### config.mk
export PLATFORM = sky130hd
export DESIGN_NAME = psmb_target
export DESIGN_NICKNAME = d
export VERILOG_FILES = /design/src/psmb_pkg.sv /design/src/psmb_sync.sv /design/src/psmb_target.sv
export SDC_FILE = /design/constraint.sdc
export NUM_CORES = 2
export LEC_CHECK = 0
export BUFFER_PORTS_ARGS = -buffer_cell sky130_fd_sc_hd__buf_2
export CAP_MARGIN = 40
export CELL_PAD_IN_SITES_DETAIL_PLACEMENT = 0
export CELL_PAD_IN_SITES_GLOBAL_PLACEMENT = 1
export CORE_MARGIN = 5
export CORE_UTILIZATION = 41
export DETAILED_ROUTE_END_ITERATION = 6
export GPL_ROUTABILITY_DRIVEN = 0
export HOLD_SLACK_MARGIN = 0.06
export PLACE_DENSITY = 0.67
export SLEW_MARGIN = 25
export SYNTH_ARGS = -nofsm -noshare
export SYNTH_HDL_FRONTEND = slang
export SYNTH_HIERARCHICAL = 1
export SYNTH_SLANG_ARGS = --single-unit
### constraint.sdc
create_clock -name mclk -period 5.8 [get_ports mclk]
set_input_delay 1.16 -clock mclk [delete_from_list [all_inputs] [get_ports mclk]]
set_output_delay 1.16 -clock mclk [all_outputs]
set_load 0.02 [all_outputs]
### src/psmb_pkg.sv
// Package for the supply's two-wire target block: codes, addresses, timing.
// Assumes a 20 MHz system clock and SCL rates up to 100 kbps.
package psmb_pkg;
  // System clock rate
  localparam int unsigned CLK_HZ         = 20_000_000;
  // Bus timing figures in their own units
  localparam int unsigned STRETCH_MAX_US = 1000;
  localparam int unsigned TIMEOUT_MIN_MS = 25;
  localparam int unsigned RECOVER_MAX_MS = 10;
  localparam int unsigned STRETCH_CYC    = CLK_HZ / 1_000_000 * STRETCH_MAX_US;
  localparam int unsigned TIMEOUT_CYC    = CLK_HZ / 1000 * TIMEOUT_MIN_MS + 1;
  localparam int unsigned RECOVER_CYC    = CLK_HZ / 1000 * RECOVER_MAX_MS;
  // Seven-bit bus addresses, and the three-bit default select code
  localparam logic [6:0] CTRL_BASE_ADDR  = 7'h58;
  localparam logic [6:0] EEP_BASE_ADDR   = 7'h50;
  localparam logic [6:0] ALERT_RESP_ADDR = 7'h0C;
  localparam logic [2:0] SEL_DEFAULT     = 3'h7;
  // Sizes
  localparam int unsigned EEP_BYTES      = 256;
  localparam int unsigned BLOCK_MAX      = 255;
  // Which device a transfer is aimed at
  typedef enum logic [1:0] {PSMB_TGT_NONE, PSMB_TGT_CTRL, PSMB_TGT_EEP, PSMB_TGT_ARA} psmb_tgt_t;
endpackage : psmb_pkg

### src/psmb_sync.sv
// Three-flop input synchroniser with agreement filter.
// Assumes the input is asynchronous to mclk.
`timescale 1ns/100ps
module psmb_sync (
  input  wire logic mclk,
  input  wire logic sys_rst,
  input  wire logic din,
  output logic      dout
);
  logic s1_reg;
  logic s2_reg;
  logic s3_reg;
  // Chain; output moves only when second and third stages agree
  always_ff @(posedge mclk) begin
    if (sys_rst) begin
      s1_reg <= 1'b1;
      s2_reg <= 1'b1;
      s3_reg <= 1'b1;
      dout   <= 1'b1;
    end else begin
      s1_reg <= din;
      s2_reg <= s1_reg;
      s3_reg <= s2_reg;
      if (s2_reg == s3_reg) begin
        dout <= s3_reg;
      end
    end
  end
endmodule : psmb_sync

### src/psmb_target.sv
// Two-wire target for the supply controller, user EEPROM and alert response.
// Assumes open-drain SDA/SCL resolved outside; select strap valid at reset.
`timescale 1ns/100ps
// Function
// - Device is only a target, never starts a transaction.
// - Works at bus rates up to 100 kbps.
// - Any clock stretch released within 1 ms.
// - SCL low over 25 ms aborts transfer; ready within 10 ms.
// - START and STOP detected anywhere, resetting the protocol machine.
// - Alert output low while any shutdown or warning event is present.
// - Read at alert response address 0x19 returns the status register.
// - Select code picks protocol and controller address 0xB0 to 0xB6.
// - EEPROM address is controller address with fixed offset, 0xBn to 0xAn.
// - Setting controller address assigns the matching EEPROM address.
// - Open select pin gives word register protocol at 0xB6/0xA6.
// - Selection sampled once after reset, then held.
// - Address byte LSB is direction, upper seven bits address.
// - EEPROM writes blocked while write protect set, set after reset.
// - EEPROM holds 256 user bytes.
// - EEPROM write: address write, memory address, data, STOP.
// - EEPROM read: address write, memory address, repeated START, address read.
// - Register protocol: one register per transaction, common format.
// - Register protocol carries no error checking byte.
// - Register protocol writes are 16-bit words only.
// - Register protocol reads return 16-bit words only.
// - PMBus block transfers up to 255 bytes.
module psmb_target
  import psmb_pkg::*;
#(
  parameter int unsigned TIMEOUT_CYCLES = TIMEOUT_CYC,
  parameter int unsigned RECOVER_CYCLES = RECOVER_CYC
) (
  input  wire logic       mclk,
  input  wire logic       sys_rst,
  input  wire logic       scl_i,
  output logic            scl_o,
  output logic            scl_oe,
  input  wire logic       sda_i,
  output logic            sda_o,
  output logic            sda_oe,
  input  wire logic [2:0] addr_proto_select,
  input  wire logic       shutdown_event,
  input  wire logic       warning_event,
  input  wire logic [7:0] status_value,
  input  wire logic       eep_wp_clear,
  input  wire logic       eep_wp_set,
  input  wire logic [15:0] ctrl_rd_data,
  output logic            fault_alert_n,
  output logic            word_register_protocol,
  output logic [6:0]      ctrl_addr,
  output logic            eep_wp,
  output logic            ctrl_wr_stb,
  output logic [7:0]      ctrl_cmd,
  output logic [15:0]     ctrl_wr_data,
  output logic            ctrl_byte_stb,
  output logic            bus_timeout
);
  typedef enum logic [2:0] {ST_IDLE, ST_ADDR, ST_RX, ST_TX, ST_ACK_OUT, ST_ACK_IN} psmb_st_t;

  logic        scl_s;
  logic        sda_s;
  logic        scl_d_reg;
  logic        sda_d_reg;
  logic        scl_rise;
  logic        scl_fall;
  logic        start_c;
  logic        stop_c;
  psmb_st_t    st_reg;
  psmb_tgt_t   tgt_reg;
  logic [7:0]  sh_reg;
  logic [3:0]  bit_reg;
  logic [7:0]  nbyte_reg;
  logic        rd_reg;
  logic        sel_done_reg;
  logic [6:0]  eep_addr_reg;
  logic [7:0]  eep_ptr_reg;
  logic [7:0]  eep_data_reg;
  logic [7:0]  mem_reg [EEP_BYTES];
  logic [15:0] tx_word_reg;
  logic [24:0] low_cnt_reg;
  logic [24:0] rec_cnt_reg;
  logic        to_evt;

  // Pin inputs pass the three-flop filter
  psmb_sync u_scl (.mclk(mclk), .sys_rst(sys_rst), .din(scl_i), .dout(scl_s));
  psmb_sync u_sda (.mclk(mclk), .sys_rst(sys_rst), .din(sda_i), .dout(sda_s));

  // Edge and condition detection
  always_ff @(posedge mclk) begin
    if (sys_rst) begin
      scl_d_reg <= 1'b1;
      sda_d_reg <= 1'b1;
    end else begin
      scl_d_reg <= scl_s;
      sda_d_reg <= sda_s;
    end
  end
  assign scl_rise = scl_s & ~scl_d_reg;
  assign scl_fall = ~scl_s & scl_d_reg;
  assign start_c  = scl_s & scl_d_reg & sda_d_reg & ~sda_s;
  assign stop_c   = scl_s & scl_d_reg & ~sda_d_reg & sda_s;

  // Address match for an address byte
  function automatic psmb_tgt_t match_addr(input logic [6:0] a, input logic [6:0] c,
                                           input logic [6:0] e);
    if (a == c) begin
      match_addr = PSMB_TGT_CTRL;
    end else if (a == e) begin
      match_addr = PSMB_TGT_EEP;
    end else if (a == ALERT_RESP_ADDR) begin
      match_addr = PSMB_TGT_ARA;
    end else begin
      match_addr = PSMB_TGT_NONE;
    end
  endfunction : match_addr

  // Strap capture once after reset; code bit 2 picks the word register protocol
  always_ff @(posedge mclk) begin
    if (sys_rst) begin
      sel_done_reg           <= 1'b0;
      word_register_protocol <= 1'b1;
      ctrl_addr              <= CTRL_BASE_ADDR + 7'h03;
      eep_addr_reg           <= EEP_BASE_ADDR + 7'h03;
    end else if (!sel_done_reg) begin
      sel_done_reg           <= 1'b1;
      word_register_protocol <= addr_proto_select[2];
      ctrl_addr              <= CTRL_BASE_ADDR + {5'h00, addr_proto_select[1:0]};
      eep_addr_reg           <= EEP_BASE_ADDR + {5'h00, addr_proto_select[1:0]};
    end
  end

  // Alert is an OR of both event groups, registered
  always_ff @(posedge mclk) begin
    if (sys_rst) begin
      fault_alert_n <= 1'b1;
    end else begin
      fault_alert_n <= ~(shutdown_event | warning_event);
    end
  end

  // Write protect: on after reset, cleared by controller command
  always_ff @(posedge mclk) begin
    if (sys_rst) begin
      eep_wp <= 1'b1;
    end else if (eep_wp_set) begin
      eep_wp <= 1'b1;
    end else if (eep_wp_clear) begin
      eep_wp <= 1'b0;
    end
  end

  // SCL low watchdog; recovery window keeps the machine idle for a bounded time
  always_ff @(posedge mclk) begin
    if (sys_rst) begin
      low_cnt_reg <= 25'h0000000;
      rec_cnt_reg <= 25'h0000000;
      bus_timeout <= 1'b0;
    end else begin
      bus_timeout <= 1'b0;
      if (scl_s || st_reg == ST_IDLE) begin
        low_cnt_reg <= 25'h0000000;
      end else if (low_cnt_reg == 25'(TIMEOUT_CYCLES)) begin
        low_cnt_reg <= 25'h0000000;
        bus_timeout <= 1'b1;
      end else begin
        low_cnt_reg <= low_cnt_reg + 25'h0000001;
      end
      if (to_evt) begin
        rec_cnt_reg <= 25'(RECOVER_CYCLES / 2);
      end else if (rec_cnt_reg != 25'h0000000) begin
        rec_cnt_reg <= rec_cnt_reg - 25'h0000001;
      end
    end
  end
  assign to_evt = (low_cnt_reg == 25'(TIMEOUT_CYCLES)) && !scl_s && st_reg != ST_IDLE;

  // Byte engine; never stretches SCL and never initiates
  always_ff @(posedge mclk) begin
    if (sys_rst) begin
      st_reg        <= ST_IDLE;
      tgt_reg       <= PSMB_TGT_NONE;
      sh_reg        <= 8'h00;
      bit_reg       <= 4'h0;
      nbyte_reg     <= 8'h00;
      rd_reg        <= 1'b0;
      eep_ptr_reg   <= 8'h00;
      tx_word_reg   <= 16'h0000;
      sda_oe        <= 1'b0;
      ctrl_wr_stb   <= 1'b0;
      ctrl_byte_stb <= 1'b0;
      ctrl_cmd      <= 8'h00;
      ctrl_wr_data  <= 16'h0000;
    end else begin
      ctrl_wr_stb   <= 1'b0;
      ctrl_byte_stb <= 1'b0;
      if (to_evt || rec_cnt_reg != 25'h0000000) begin
        st_reg <= ST_IDLE;
        sda_oe <= 1'b0;
      end else if (start_c) begin
        st_reg  <= ST_ADDR;
        bit_reg <= 4'h0;
        sda_oe  <= 1'b0;
      end else if (stop_c) begin
        if (st_reg != ST_IDLE && tgt_reg == PSMB_TGT_CTRL && !rd_reg) begin
          // Word protocol commits only a full word
          if (!word_register_protocol || nbyte_reg == 8'h04) begin
            ctrl_wr_stb <= 1'b1;
          end
        end
        st_reg <= ST_IDLE;
        sda_oe <= 1'b0;
      end else begin
        case (st_reg)
          ST_ADDR, ST_RX: begin
            if (scl_rise && bit_reg != 4'h8) begin
              sh_reg  <= {sh_reg[6:0], sda_s};
              bit_reg <= bit_reg + 4'h1;
            end else if (scl_fall && bit_reg == 4'h8) begin
              bit_reg <= 4'h0;
              if (st_reg == ST_ADDR) begin
                tgt_reg   <= match_addr(sh_reg[7:1], ctrl_addr, eep_addr_reg);
                rd_reg    <= sh_reg[0];
                nbyte_reg <= 8'h00;
                tx_word_reg <= (match_addr(sh_reg[7:1], ctrl_addr, eep_addr_reg) == PSMB_TGT_ARA)
                               ? {status_value, 8'h00}
                               : ((match_addr(sh_reg[7:1], ctrl_addr, eep_addr_reg) == PSMB_TGT_EEP)
                                  ? {mem_reg[eep_ptr_reg], 8'h00} : ctrl_rd_data);
                if (match_addr(sh_reg[7:1], ctrl_addr, eep_addr_reg) != PSMB_TGT_NONE &&
                    !(match_addr(sh_reg[7:1], ctrl_addr, eep_addr_reg) == PSMB_TGT_ARA &&
                      !sh_reg[0])) begin
                  st_reg <= ST_ACK_OUT;
                  sda_oe <= 1'b1;
                end else begin
                  st_reg <= ST_IDLE;
                end
              end else begin
                nbyte_reg <= (nbyte_reg == 8'(BLOCK_MAX)) ? nbyte_reg : nbyte_reg + 8'h01;
                if (tgt_reg == PSMB_TGT_EEP) begin
                  eep_ptr_reg <= (nbyte_reg == 8'h01) ? sh_reg : eep_ptr_reg + 8'h01;
                  if (nbyte_reg == 8'h02) eep_data_reg <= sh_reg;  // Kept past STOP's SCL rise
                end else begin
                  if (nbyte_reg == 8'h01) ctrl_cmd <= sh_reg;
                  else ctrl_wr_data <= {sh_reg, ctrl_wr_data[15:8]};
                  ctrl_byte_stb <= 1'b1;
                end
                st_reg <= ST_ACK_OUT;
                sda_oe <= 1'b1;
              end
            end
          end
          ST_ACK_OUT: begin
            if (scl_fall) begin
              sda_oe <= 1'b0;
              if (rd_reg) begin
                st_reg  <= ST_TX;
                sda_oe  <= ~tx_word_reg[15];
                sh_reg  <= {tx_word_reg[14:8], 1'b0};
                bit_reg <= 4'h1;
              end else begin
                if (nbyte_reg == 8'h00) nbyte_reg <= 8'h01;
                st_reg <= ST_RX;
              end
            end
          end
          ST_TX: begin
            if (scl_fall) begin
              if (bit_reg == 4'h8) begin
                sda_oe <= 1'b0;
                st_reg <= ST_ACK_IN;
              end else begin
                sda_oe  <= ~sh_reg[7];
                sh_reg  <= {sh_reg[6:0], 1'b0};
                bit_reg <= bit_reg + 4'h1;
              end
            end
          end
          ST_ACK_IN: begin
            if (scl_rise) begin
              if (sda_s) begin
                st_reg <= ST_IDLE;  // Host NACK ends the read
              end else begin
                // Word reads supply the low byte next
                tx_word_reg <= {tx_word_reg[7:0], 8'h00};
                st_reg      <= ST_ACK_OUT;
              end
            end
          end
          default: st_reg <= ST_IDLE;
        endcase
      end
    end
  end

  // EEPROM storage, written only on STOP with protection off
  always_ff @(posedge mclk) begin
    if (!sys_rst && stop_c && st_reg != ST_IDLE && tgt_reg == PSMB_TGT_EEP && !rd_reg &&
        nbyte_reg == 8'h03 && !eep_wp) begin
      mem_reg[eep_ptr_reg - 8'h01] <= eep_data_reg;
    end
  end

  // Never stretches, so SCL driver is idle; data line only pulls low
  always_ff @(posedge mclk) begin
    if (sys_rst) begin
      scl_o  <= 1'b0;
      scl_oe <= 1'b0;
      sda_o  <= 1'b0;
    end else begin
      scl_o  <= 1'b0;
      scl_oe <= 1'b0;
      sda_o  <= 1'b0;
    end
  end

  // Assertions
  property p_alert;
    @(posedge mclk) disable iff (sys_rst)
      (shutdown_event | warning_event) |=> !fault_alert_n;
  endproperty
  a_alert: assert property (p_alert) else $error("alert not asserted");
  property p_nostretch;
    @(posedge mclk) disable iff (sys_rst) !scl_oe;
  endproperty
  a_nostretch: assert property (p_nostretch) else $error("scl driven");
  property p_wp_reset;
    @(posedge mclk) $fell(sys_rst) |-> eep_wp;
  endproperty
  a_wp_reset: assert property (p_wp_reset) else $error("wp not set");
  property p_sel_hold;
    @(posedge mclk) disable iff (sys_rst)
      sel_done_reg && $past(sel_done_reg) |-> $stable(ctrl_addr);
  endproperty
  a_sel_hold: assert property (p_sel_hold) else $error("address changed");
  property p_offset;
    @(posedge mclk) disable iff (sys_rst)
      sel_done_reg |-> (ctrl_addr - eep_addr_reg) == 7'h08;
  endproperty
  a_offset: assert property (p_offset) else $error("eeprom offset wrong");
  property p_stop_idle;
    @(posedge mclk) disable iff (sys_rst) stop_c && !to_evt |=> st_reg == ST_IDLE;
  endproperty
  a_stop_idle: assert property (p_stop_idle) else $error("stop ignored");
  property p_timeout;
    @(posedge mclk) disable iff (sys_rst) to_evt |=> st_reg == ST_IDLE && bus_timeout;
  endproperty
  a_timeout: assert property (p_timeout) else $error("timeout ignored");
  property p_nack;
    @(posedge mclk) disable iff (sys_rst)
      st_reg == ST_ADDR && scl_fall && bit_reg == 4'h8 && !start_c && !stop_c &&
      rec_cnt_reg == 25'h0000000 && !to_evt &&
      match_addr(sh_reg[7:1], ctrl_addr, eep_addr_reg) == PSMB_TGT_NONE |=> !sda_oe;
  endproperty
  a_nack: assert property (p_nack) else $error("acked foreign address");
  c_start: cover property (@(posedge mclk) start_c);
  c_wr: cover property (@(posedge mclk) ctrl_wr_stb);
  c_to: cover property (@(posedge mclk) bus_timeout);
endmodule : psmb_target

# == Word-level counts from Yosys, hierarchy flattened ==
# Memories as Yosys holds them, arrays and structs flattened. A register that Yosys moved wholly into a read port is not among the register bits.
# Index checks and enable logic that the tools add are counted.
# totals
regBits,164
latch_bits,0
mem_bits_rw,2048
romBits,0
inputBits,35
out_inout_bits,41
elab_cells,249
n_memories,1
# mem_list
memory,words,word_bits,read_ports,rd_ports_with_merged_regs,wr,line_no,rtl
mem_reg,256,8,1,1,1,psmb_target.sv:78,logic [7:0] mem_reg [EEP_BYTES];
# op_classes
n_addsub,8
n_mul,0
div,0
n_lt_le_gt_ge,0
n_eq_ne,49
shifts,0
muxes,75
bitwise,26
reduce_logical,55
# ops
cell,count
two-way mux 8 bit,15
two-way mux 16 bit,7
AND reduction 9 bit,4
two-way mux 17 bit,2
two-way mux 4 bit,8
"!= test 4 bit, second input constant",8
one-hot mux 16 bit (2 select lines),1
"!= test 2 bit, second input constant",14
two-way mux 3 bit,9
"adder 25 x 1 -> 25 bit, second input constant",1
"equality test 25 x 19 -> 1 bit, second input constant",1
nonzero test 25 bit,1
"subtractor 25 x 1 -> 25 bit, second input constant",1
one-hot mux 8 bit (3 select lines),1
two-way mux 2 bit,11
AND reduction 10 bit,2
"!= test 3 bit, second input constant",6
inverter 1 bit,18
AND reduction 6 bit,3
two-way mux 1 bit,17
"adder 8 x 1 -> 8 bit, second input constant",2
"equality test 8 x 2 -> 1 bit, second input constant",2
one-hot mux 8 bit (2 select lines),1
AND reduction 8 bit,2
34 further kinds,76

# == Longest topological paths before layout ==
# logic_depth
word_depth,23
ltp_mapped,13
mapped_depth_nobuf,10

# == By module ==
# The synthesis kept the hierarchy.
# by_module_without_submodules
mod,n_inst,cells_each,area_per_inst_um2,seq_area_each_um2
psmb_target,1,4534,86365.3,64622.0
psmb_sync,2,10,115.1,80.1

# == Worst setup path before layout ==
# Ideal clock, no wire load.
# synth_path
kind,register to register
from,register eep_data_reg[0]
to,memory mem_reg[0][0] (data pin)
setup_time_ns,0.817
t_arrival_ns,3.228
required_ns,4.983
slack_ns,1.754
path_stages_with_launch,1
path_buffers,0
synth_period_minus_slack_ns,4.046
cell_sequence,edfxtp_1
# synth_rtl
item,line_no,rtl
from (decl),psmb_target.sv:77,logic [7:0] eep_data_reg;
from (signal assigned),psmb_target.sv:240,if (nbyte_reg == 8'h02) eep_data_reg <= sh_reg;
to (decl),psmb_target.sv:78,
# Straight into the memory's write port.

# == Worst setup path in the final report ==
# layout_path
from,register st_reg[2]
to,memory mem_reg[98][2] (enable)
# layout_between
elab_chain_len,8
# layout_rtl
item,line_no,rtl
from (decl),psmb_target.sv:68,psmb_st_t st_reg;
from (signal assigned),psmb_target.sv:180,st_reg <= ST_IDLE;
from (signal assigned),psmb_target.sv:197,st_reg <= ST_IDLE;
from (signal assigned),psmb_target.sv:200,st_reg <= ST_ADDR;
nonzero test 3 bit,psmb_target.sv:296,if (!sys_rst && stop_c && st_reg != ST_IDLE && tgt_reg == PSMB_TGT_EEP && !rd_reg &&
logical AND 1 bit (4 in a row),psmb_target.sv:296,
logical AND 1 bit,psmb_target.sv:297,nbyte_reg == 8'h03 && !eep_wp) begin
two-way mux 1 bit,psmb_target.sv:296,
two-way mux 1 bit (not written as such),psmb_target.sv:298,mem_reg[eep_ptr_reg - 8'h01] <= eep_data_reg;
# Every way passes these cells.

==> results.yml <==
status:
  outcome: "complete, no violations"
cells_and_area:
  drive_above_1_share_pct: 22.9
  largest_reg_flops: 2048
  diodes: 0
  instances_no_fill: 7753
  postLayoutCoreUtil_pct: 46.9
  areaGrowthSynthToFinish_pct: 13.5
  fin_area_sq_um: 98300
  nets: 4816
global_route:
  grt_first_pass_wirelength_um: 324000
  grt_max_degree: 184
  antenna_found_initial: 2
  grt-ovfl-total: 0
  grt_pass1_vias: 44583
  gr-usage-all-layers_pct: 20.0
synth:
  yosysUniqueCellTypes: 77
  yosysWarnings: 6
  syn_area_per_cell_sq_um: 19.0
  syn_area_sq_um: 86600
  synth_edf_count: 2056
  yosysSeqAreaShare_pct: 74.8
  synth-async-reset-ratio_pct: 0
  synthCells: 4554
  synth_seq_cells: 2208
  synth_flop_cell: "edfxtp_1"
place:
  numPortBuffers: 67
  preCtsSetupSlack_ns: 0.736
  place_hpwl_um: 140000
  dp.cells: 7315
  place_area_sq_um: 90900
route:
  drt-total-wl_um: 224000
  num_vias: 44804
  drt_pass1_iterations: 6
  drtIter0Drc: 4996
  vias_per_cell: 5.78
  drc: 0
  wl_per_cell_um: 28.9
  antenna_left: 0
clock_network:
  cts.sinks: 2208
  clk_path_buf_depth: 3
  hold_buffers: 0
  cts-root-buf: "clkbuf_16"
  htreeDepth: 4
  cts_tree: "yes"
  cts_setup_buffers: 0
  cts_resized: 0
  cts_buffers: 213
  cts.clk_slew.worst_paths_ns: 0.06
  clkLatencyLatePin_ns: 0.85
sta:
  hold_viol: 0
  rsz0062_at_grt: "false"
  worst_slew_pin_slew_ns: 1.14
  whs_ns: 0.423
  slew_violations: 0
  finClkSkew_ns: 0.0430
  postLayoutSetupSlackWorst_ns: 1.19
  fmax_mhz: 217
  period_minus_slack_ns: 4.61
  period_share_pct: 79.4
  setup_tns_ns: 0
  setup_viol: 0
  slew_headroom_pct: 23.8
power:
  p_total_mw: 31.9
  switching_power_mw: 6.44
  seq_power_share_pct: 54.2
  combPwrFrac_pct: 1.9
  power_density_nw_per_um2: 325
  intPower_mw: 25.5
  pwr-share-clk_pct: 44.0
  ir_drop_mv: 0.339
  p_leak_nw: 29.9
  switching_share_pct: 20.2
floorplan:
  die-area_sq_um: 221000
  coreArea_sq_um: 210000
  die_y_um: 470
  initial_utilization_pct: 41.3
  pin_count: 76
  fp.dieW_um: 470
  fp-row-count: 168
setup_path:
  regToRegEndpoint: "mem_reg[98][2]"
  cp_data_arrival_time_ns: 5.09
  required_ns: 6.29
  r2r_start: "st_reg[2]"
  startpoint: "st_reg[2]"
  rrSetupSlack_ns: 1.19
  path_max_fanout: 19
  critPathKind: "flop to flop"
  cp-end-kind: "flop"
  ff2ff_path_depth: 9
  endpoint: "mem_reg[98][2]"
  startpoint_type: "flop"
worst_hold_path:
  hold_start: "u_scl/s1_reg"
  hp-class: "flop to flop"
job:
  drv_cap: 0
-- power groups by stage --
stage | clock, mW | sequential [mW] | combinational, mW
after floorplan | 0 | 17.6 | 0.510
after CTS | 14.3 | 17.3 | 0.606
after global placement | 0 | 17.6 | 0.593
after global routing | 15.0 | 17.3 | 0.674
after detailed placement | 0 | 17.6 | 0.600
final | 14.0 | 17.3 | 0.603
-- area by class of cell --
type,instances,area (sq um)
Fill cell,17585,111000
Sequential cell,2208,64800
Multi-Input combinational cell,2071,20600
Clock buffer,244,5450
Tap cell,2805,3510
Timing Repair Buffer,251,2240
Clock inverter,154,1640
Inverter,20,77.6
-- kinds of logic after synthesis --
group,share of synthesized area [%]
AOI/OAI and AO/OA,3.37
other,0.00867
adders and majority gates,0.231
and+or+nand+nor,4.85
DFF,74.8
xor gates and xnor gates,0.516
muxes,14.7
buffers and inverters,1.52
-- routing by layer --
layer | track usage [%] | up-vias | wire length (um)
met5 | 0 | - | 29
met4 | 5.63 | 4 | 5940
met3 | 3.69 | 307 | 17000
met2 | 31.5 | 1817 | 106000
met1 | 28.7 | 23737 | 95100
li1 | - | 18939 | -
-- cell usage in the layout (no fill, tap or decap), types with 72 or more instances in the layout --
cell / netlist / routed
edfxtp_1: 2056 / 2056
mux4_2: 499 / 499
nor2_1: 400 / 388
nand2_1: 228 / 228
clkbuf_16: 0 / 213
dfxtp_1: 152 / 146
mux2i_1: 128 / 128
buf_4: 40 / 128
a21oi_1: 111 / 111
o21ai_0: 77 / 77
buf_2: 73 / 72
-- synth_stat cells, drive strengths merged (33+ instances only) --
cell type,count,share of area [%]
buf,133,0.88
nand2,228,0.99
nor3,46,0.29
a221oi,33,0.33
mux2i,128,1.5
dfxtp,152,3.5
o21ai,77,0.45
a21oi,111,0.64
mux4,499,13
nor2,401,1.7
edfxtp,2056,71
clkbuf,128,0.55
a22oi,50,0.43
nand3,53,0.31
-- critical path, cell delays in order (launching register included) --
cell and delay [ns]:
dfxtp_1 0.69, nor3_1 0.25, nor4_1 0.42, nand2_1 0.10, nor4_1 0.73, buf_4 0.25
and2_1 0.21, nand2_1 0.56, buf_4 0.45, nor2_1 0.57
-- how the worst min path moves through the flow --
stage	end	slack, ns	cells past startpoint
floorplan	u_scl/s2_reg	0.38	1
global placement	u_sda/s2_reg	0.40	1
detailed placement	u_scl/s2_reg	0.39	1
CTS	fault_alert_n	0.43	2
global route	u_sda/s2_reg	0.45	1
finish	u_scl/s2_reg	0.42	1
No activity file was read; power rests on OpenSTA's default activity.
